--- config.mk ---
export PLATFORM = sky130hd
export DESIGN_NAME = ocr_top
export DESIGN_NICKNAME = d
export VERILOG_FILES = /design/src/ocr_pkg.sv /design/src/ocr_store_bit.sv /design/src/ocr_top.sv
export SDC_FILE = /design/constraint.sdc
export NUM_CORES = 1
export LEC_CHECK = 0
export BUFFER_PORTS_ARGS = -buffer_cell sky130_fd_sc_hd__buf_2
export CAP_MARGIN = 30
export CORE_UTILIZATION = 45
export DETAILED_ROUTE_END_ITERATION = 10
export GPL_ROUTABILITY_DRIVEN = 0
export PLACE_DENSITY = 0.81
export SYNTH_ARGS = -nofsm -noshare
export SYNTH_HDL_FRONTEND = slang
export SYNTH_SLANG_ARGS = --single-unit
export TNS_END_PERCENT = 30
--- constraint.sdc ---
create_clock -name clk -period 1.45 [get_ports clk]
set_clock_uncertainty 0.15 [all_clocks]
set_input_delay 0.29 -clock clk [delete_from_list [all_inputs] [get_ports clk]]
set_output_delay 0.29 -clock clk [all_outputs]
set_load 0.05 [all_outputs]
--- src/ocr_pkg.sv ---
// Shared constants and pin bundle for the octal clearable load register
package ocr_pkg;

  localparam int unsigned WIDTH    = 8;
  localparam int unsigned OE_COUNT = 3;

  // Values of the stored word and of the drive enables
  localparam logic [WIDTH-1:0]    WORD_ZERO   = 8'h00;
  localparam logic [WIDTH-1:0]    DRIVE_ALL   = 8'hff;
  localparam logic [WIDTH-1:0]    DRIVE_NONE  = 8'h00;
  localparam logic [OE_COUNT-1:0] ALLOW_ALL_N = 3'h0;

  // Pins that cross into the clk domain, kept together through the synchroniser
  typedef struct packed {
    logic                clock_pulse;
    logic                load_gate_n;
    logic [OE_COUNT-1:0] drive_allow_n;
    logic [WIDTH-1:0]    data;
  } ocr_pins_t;

  localparam ocr_pins_t PINS_IDLE = '{clock_pulse: 1'h0, load_gate_n: 1'h1,
                                      drive_allow_n: 3'h7, data: 8'h00};

endpackage : ocr_pkg

--- src/ocr_store_bit.sv ---
// One storage lane: async-clearable flip-flop with a load strobe
`timescale 1ns/1ps
module ocr_store_bit (
  input  wire logic clk,
  input  wire logic clr_n,
  input  wire logic load,
  input  wire logic d,
  output logic      q_reg
);

  // Clear dominates; otherwise capture only on the load strobe
  always_ff @(posedge clk or negedge clr_n)
  begin
    if (!clr_n)
      q_reg <= 1'h0;
    else if (load)
      q_reg <= d;
  end

endmodule : ocr_store_bit

--- src/ocr_top.sv ---
// Octal clearable load register with gated clock and three drive enables
//
// Operation
// - Eight stored bits, one per data lane, common clock and enable path.
// - Rising clock edge with load gate low and clear high captures the data.
// - Load gate high keeps the stored word unchanged across clock and data changes.
// - Clear low forces the stored word to zero; enabled outputs read low.
// - New data enters only while clear is high.
// - With output enabled, the stored word is driven onto the outputs.
// - Output enables never alter the stored word; loading continues while floating.
// - Outputs are true, not inverted, and float when the enable is high.
// - Several separate active-low output enables let many bus users control drive.
`timescale 1ns/1ps
module ocr_top (
  input  wire logic                         clk,
  input  wire logic                         arst_n,
  input  wire logic                         clock_pulse,
  input  wire logic                         load_gate_n,
  input  wire logic                         wipe_n,
  input  wire logic                         drive_allow_a_n,
  input  wire logic                         drive_allow_b_n,
  input  wire logic                         drive_allow_c_n,
  input  wire logic [ocr_pkg::WIDTH-1:0]    data_in,
  output logic      [ocr_pkg::WIDTH-1:0]    data_out,
  output logic      [ocr_pkg::WIDTH-1:0]    data_oe
);

  ocr_pkg::ocr_pins_t           pins_raw;
  ocr_pkg::ocr_pins_t           pins_s1_reg;
  ocr_pkg::ocr_pins_t           pins_s2_reg;
  logic                         pulse_s3_reg;
  logic                         wipe_s1_reg;
  logic                         wipe_s2_reg;
  logic                         clk_rise;
  logic                         load;
  logic                         clr_n;
  logic                         allow_all;
  logic [ocr_pkg::WIDTH-1:0]    stored;
  logic [ocr_pkg::WIDTH-1:0]    data_oe_reg;
  logic [ocr_pkg::WIDTH-1:0]    data_oe_next;

  // Bundle the pins so all of them see the same synchroniser delay
  assign pins_raw = '{clock_pulse:   clock_pulse,
                      load_gate_n:   load_gate_n,
                      drive_allow_n: {drive_allow_c_n, drive_allow_b_n, drive_allow_a_n},
                      data:          data_in};

  // Two-stage synchroniser; stage one is read only by stage two
  // Every pin sees the same two-edge delay, so data and gate stay aligned with the clock pin
  // Pin levels shorter than one clk period may be missed; the price of running on one clock
  always_ff @(posedge clk or negedge arst_n)
  begin
    if (!arst_n)
    begin
      pins_s1_reg <= ocr_pkg::PINS_IDLE;
      pins_s2_reg <= ocr_pkg::PINS_IDLE;
    end
    else
    begin
      pins_s1_reg <= pins_raw;
      pins_s2_reg <= pins_s1_reg;
    end
  end

  // Third stage of the clock pin, only for edge detection
  always_ff @(posedge clk or negedge arst_n)
  begin
    if (!arst_n)
      pulse_s3_reg <= 1'h0;
    else
      pulse_s3_reg <= pins_s2_reg.clock_pulse;
  end

  // Clear seen in the clk domain; gates loading until it has really released
  always_ff @(posedge clk or negedge arst_n)
  begin
    if (!arst_n)
    begin
      wipe_s1_reg <= 1'h0;
      wipe_s2_reg <= 1'h0;
    end
    else
    begin
      wipe_s1_reg <= wipe_n;
      wipe_s2_reg <= wipe_s1_reg;
    end
  end

  // Low-to-high transition of the sampled clock pin
  assign clk_rise = pins_s2_reg.clock_pulse & ~pulse_s3_reg;

  // Load needs an edge, gate low and a released clear
  // Gate and data come through the same stages as the clock pin, so they line up
  assign load = clk_rise & ~pins_s2_reg.load_gate_n & wipe_s2_reg;

  // Clear pin goes straight to the flops; release timing is guarded by wipe_s2_reg above
  // A release right at a clk edge meets flops whose load is held off, so the word stays zero
  // A clear pulse shorter than a clk period still wipes the word but may not delay the next load
  assign clr_n = arst_n & wipe_n;

  // Eight identical storage lanes
  // Each lane clears on its own async input; nothing but clr_n reaches that pin
  genvar lane;
  generate
    for (lane = 0; lane < ocr_pkg::WIDTH; lane++)
    begin : g_lane
      ocr_store_bit u_bit (
        .clk   (clk),
        .clr_n (clr_n),
        .load  (load),
        .d     (pins_s2_reg.data[lane]),
        .q_reg (stored[lane])
      );
    end
  endgenerate

  // True outputs straight from the storage flops; enables never touch them
  assign data_out = stored;

  // Drive only when every enable is low
  // Any single bus user can float the outputs by raising its own enable
  assign allow_all = (pins_s2_reg.drive_allow_n == ocr_pkg::ALLOW_ALL_N);

  always_comb
  begin
    data_oe_next = allow_all ? ocr_pkg::DRIVE_ALL : ocr_pkg::DRIVE_NONE;
  end

  // Output enable register, one bit per lane so pads can take it directly
  always_ff @(posedge clk or negedge arst_n)
  begin
    if (!arst_n)
      data_oe_reg <= ocr_pkg::DRIVE_NONE;
    else
      data_oe_reg <= data_oe_next;
  end

  // Pads read the registered enable
  assign data_oe = data_oe_reg;

  // Checks sample on clk; pin-side checks count two synchroniser edges plus one register
  // Word checks skip edges where clear is low, since the async clear may land between samples
  // Loaded word equals the sampled data one cycle later
  chk_load_capture: assert property (@(posedge clk) disable iff (!arst_n)
    (load && wipe_n) ##1 wipe_n |-> stored == $past(pins_s2_reg.data))
    else $error("stored word does not match data taken at load");

  // Output shows the data pins as they stood two edges before the load
  chk_pin_to_word: assert property (@(posedge clk) disable iff (!arst_n)
    (load && wipe_n) ##1 wipe_n |-> data_out == $past(data_in, 3))
    else $error("output word differs from data pins at load");

  // Gate high freezes the word
  chk_gate_hold: assert property (@(posedge clk) disable iff (!arst_n)
    (pins_s2_reg.load_gate_n && wipe_n) ##1 wipe_n |-> $stable(stored))
    else $error("stored word changed while load gate high");

  // Gate pin high two edges back keeps the output word still
  chk_gate_pin_hold: assert property (@(posedge clk) disable iff (!arst_n)
    ($past(load_gate_n, 2) && wipe_n) ##1 wipe_n |-> $stable(data_out))
    else $error("output word changed while gate pin high");

  // Clear low shows zero at every sample
  chk_clear_zero: assert property (@(posedge clk) disable iff (!arst_n)
    !wipe_n |-> stored == ocr_pkg::WORD_ZERO)
    else $error("stored word not zero while clear low");

  // Clear low reads low on the outputs
  chk_clear_output: assert property (@(posedge clk) disable iff (!arst_n)
    !wipe_n |-> data_out == ocr_pkg::WORD_ZERO)
    else $error("output word not zero while clear low");

  // Right after clear releases, no load slips in
  chk_clear_blocks: assert property (@(posedge clk) disable iff (!arst_n)
    !wipe_n ##1 wipe_n |=> stored == ocr_pkg::WORD_ZERO)
    else $error("load taken just after clear release");

  // Clear pin low two edges back refuses any load
  chk_wipe_gates_load: assert property (@(posedge clk) disable iff (!arst_n)
    !$past(wipe_n, 2) |-> !load)
    else $error("load taken while clear seen low");

  // Without load the word only moves by clear, whatever the enables do
  chk_enable_no_effect: assert property (@(posedge clk) disable iff (!arst_n)
    (!load && wipe_n) ##1 wipe_n |-> $stable(stored))
    else $error("stored word changed without a load");

  // All three enables low lead to drive after one cycle
  chk_drive_all: assert property (@(posedge clk) disable iff (!arst_n)
    allow_all |=> data_oe == ocr_pkg::DRIVE_ALL)
    else $error("outputs not driven with all enables low");

  // Any enable high floats the outputs after one cycle
  chk_float_any: assert property (@(posedge clk) disable iff (!arst_n)
    !allow_all |=> data_oe == ocr_pkg::DRIVE_NONE)
    else $error("outputs driven with an enable high");

  // Enable pins reach the drive three cycles later
  chk_pin_latency: assert property (@(posedge clk) disable iff (!arst_n)
    ({drive_allow_c_n, drive_allow_b_n, drive_allow_a_n} == ocr_pkg::ALLOW_ALL_N) [*3]
      |=> data_oe == ocr_pkg::DRIVE_ALL)
    else $error("enable pins did not reach drive in three cycles");

  // Any enable pin high floats the outputs three edges later
  chk_float_latency: assert property (@(posedge clk) disable iff (!arst_n)
    ({drive_allow_c_n, drive_allow_b_n, drive_allow_a_n} != ocr_pkg::ALLOW_ALL_N) |-> ##3 data_oe == ocr_pkg::DRIVE_NONE)
    else $error("enable pin high did not float outputs in three cycles");

  // A rise is seen exactly two edges after the pin went high, with the gate low then
  chk_rise_latency: assert property (@(posedge clk) disable iff (!arst_n)
    load |-> $past(clock_pulse, 2) && !$past(clock_pulse, 3)
             && !$past(load_gate_n, 2))
    else $error("load not aligned with a sampled clock pin rise");

  // Reset holds the word at zero and the pads floating
  chk_reset_idle: assert property (@(posedge clk)
    !arst_n ##1 !arst_n |-> data_out == ocr_pkg::WORD_ZERO
                            && data_oe == ocr_pkg::DRIVE_NONE)
    else $error("outputs not idle during reset");

endmodule : ocr_top

==> flow_metrics.env <==
export IMPL_dieArea_sq_um=2944
export IMPL_synth_compound_area_frac=0
export IMPL_final_net_count=122
export IMPL_cts_tree="built"
export IMPL_synth_warnings=0
export IMPL_r2r_slack_ps=10
export IMPL_hold_path_depth=0
export IMPL_clock_sinks=38
export IMPL_synthAdderAreaFrac=0
export IMPL_min_period_ps=1447
export IMPL_use_met1=0.1609
export IMPL_yosys_area_share_simple=0.01935
export IMPL_hp_class="register to register"
export IMPL_grt_remaining_overflow=0
export IMPL_initial_utilization=0.4871
export IMPL_power_mw=2.298
export IMPL_min_to="pins_s2_reg[12]"
export IMPL_fmax_mhz=691.3
export IMPL_ys_types=8
export IMPL_first_pass_iters=2
export IMPL_synth_nets=81
export IMPL_drtIter0Drc=2
export IMPL_crit_required_ps=1010
export IMPL_vias=620
export IMPL_worstSetupEndpointType="primary output"
export IMPL_powerDensity_nw_per_um2=1435
export IMPL_grt_first_pass_wirelength_um=2849
export IMPL_portBuffers=31
export IMPL_synth_avg_cell_area_sq_um=18.90
export IMPL_reg2reg_from="pins_s2_reg[11]"
export IMPL_insertion_delay_ps=330
export IMPL_synth_xor_area_share=0
export IMPL_syn_to_final_growth_pct=30.35
export IMPL_worstMarginPinSlew_ps=384.4
export IMPL_coreArea_sq_um=2522
export IMPL_seq_area_frac_synth=0.7821
export IMPL_grt_pass1_vias=639
export IMPL_rows=18
export IMPL_path_delay_family="flip-flops"
export IMPL_mappedNetlistArea_sq_um=1229
export IMPL_drv_cap=0
export IMPL_cp_slowest_cell="dfrtp_2"
export IMPL_pin_count=32
export IMPL_whs_ps=206.4
export IMPL_met3_usage=0.08333
export IMPL_grt_setup_unrepaired="true"
export IMPL_hold_viol=0
export IMPL_crit_chain="buf_4"
export IMPL_postCtsSetupRepairBufs=0
export IMPL_r2r_end="g_lane[4].u_bit.q_reg"
export IMPL_crit_path_start_kind="register"
export IMPL_postRouteAntennaNets=0
export IMPL_synth_cells=65
export IMPL_synth_top_family_by_area="buffers and inverters"
export IMPL_place_hpwl_um=1093
export IMPL_critPathMaxFanout=8
export IMPL_dp_cells=114
export IMPL_drive_gt1_frac=0.5607
export IMPL_fin_util=0.6349
export IMPL_holdCritStartpoint="pins_s1_reg[12]"
export IMPL_report_final_slew_viol_count=0
export IMPL_synth_mux_area_frac=0.09776
export IMPL_cts_buffer_depth=2
export IMPL_antennaDiodeCount=0
export IMPL_reg2reg_depth=3
export IMPL_die_x_um=54.26
export IMPL_root_buffer="clkbuf_4"
export IMPL_met2_usage=0.2622
export IMPL_antenna_found_initial=0
export IMPL_fill_cells=196
export IMPL_p_leak_nw=0.7733
export IMPL_drc=0
export IMPL_finalSetupTns_ps=0
export IMPL_criticalPathCategory="register to primary output"
export IMPL_wl_per_cell_um=12.93
export IMPL_finalCritPeriodShare=0.9977
export IMPL_path_clk_slew_ps=100
export IMPL_ys_ff_latch=38
export IMPL_grt_max_degree=31
export IMPL_fin_cells=137
export IMPL_track_usage=0.1594
export IMPL_final_setup_viol_count=0
export IMPL_path_buf_inv=1
export IMPL_max_stage_delay_ps=460
export IMPL_crit_arrival_ps=1010
export IMPL_run_status="completed"
export IMPL_ir_worst_vdd_v=0.001004
export IMPL_slew_headroom=0.7438
export IMPL_htreeDepth=2
export IMPL_vias_per_cell=4.526
export IMPL_die_h_um=54.26
export IMPL_wirelength_um=1772
export IMPL_cts_buffers_inserted=5
export IMPL_busiest_layer="met2"
[layout make-up]
cell class                      instances  area [sq um]  share of cell area
Tap cell                               30         37.54             0.02344
Sequential cell                        38         962.2              0.6008
Multi-Input combinational cell         11         143.9             0.08984
Clock buffer                            8         78.83             0.04922
Timing Repair Buffer                   50         379.1              0.2367
[cells in the mapped netlist, drive strengths merged]
library cell,count,area (sq um)
dfrtp,30,750.7
and2,1,6.260
buf,16,123.9
and4bb,1,12.51
dfstp,8,210.2
mux2,8,120.1
nor3,1,5.000
[per-stage QoR]
step | area [sq um] | setup WS (ps)
2_1_floorplan | 1229 | 14.09
3_3_place_gp | 1328 | 49.12
3_5_place_dp | 1328 | 20.88
4_1_cts | 1578 | -21.03
5_1_grt | 1602 | -75.95
6_report | 1602 | 3.382
[worst register-to-register path, stage by stage, from the launching register on]
cell      delay, ps
dfstp_2         530
and4bb_1        210
buf_4           160
mux2_4          280
[worst max path at each step]
stage                         start               endpoint  slack (ps)  cells past startpoint
floorplan                data_oe[6]             data_oe[1]          10                      1
global placement    pins_s2_reg[11]  g_lane[7].u_bit.q_reg          50                      3
detailed placement  pins_s2_reg[11]  g_lane[0].u_bit.q_reg          20                      3
CTS                      data_oe[6]             data_oe[1]         -20                      1
global route             data_oe[6]             data_oe[1]         -80                      1
finish                   data_oe[6]             data_oe[1]           3                      1
[per-layer routing]
metal,wire length (um),vias to the layer above
met1,638,318
met2,1023,25
li1,-,275
met5,0,-
met4,10,0
met3,100,2
[cells in the final DEF, fill, tap and decap left out]
cell type      netlist  layout
and2_1               1       1
and4bb_1             1       1
buf_2                0      15
buf_4               15      11
buf_6                1       1
clkbuf_4             0      13
clkbuf_8             0       3
dfrtp_1             30      29
dfrtp_2              0       1
dfstp_2              8       8
dlygate4sd3_1        0      15
mux2_4               8       8
nor3_1               1       1
[where the power goes]
group | total [mW] | switching (mW) | internal, mW
logic | 0.456 | 0.277 | 0.179
clock network | 0.640 | 0.308 | 0.331
registers | 1.20 | 0.0426 | 1.16
[cells by family (layout without fill, tap and decap cells)]
| group | Yosys count | after routing |
|---|---|---|
| buffers and inverters | 16 | 58 |
| muxes | 8 | 8 |
| and+or+nand+nor | 3 | 3 |
| DFF | 38 | 38 |
[repair_timing]
item	in CTS	in global routing
pin swaps	0	0
hold buffers	15	0
hold endpoints to repair	44	0
endpoints found under the setup margin	8	21
gates resized for setup	9	9
No activity file was read; power rests on OpenSTA's default activity.
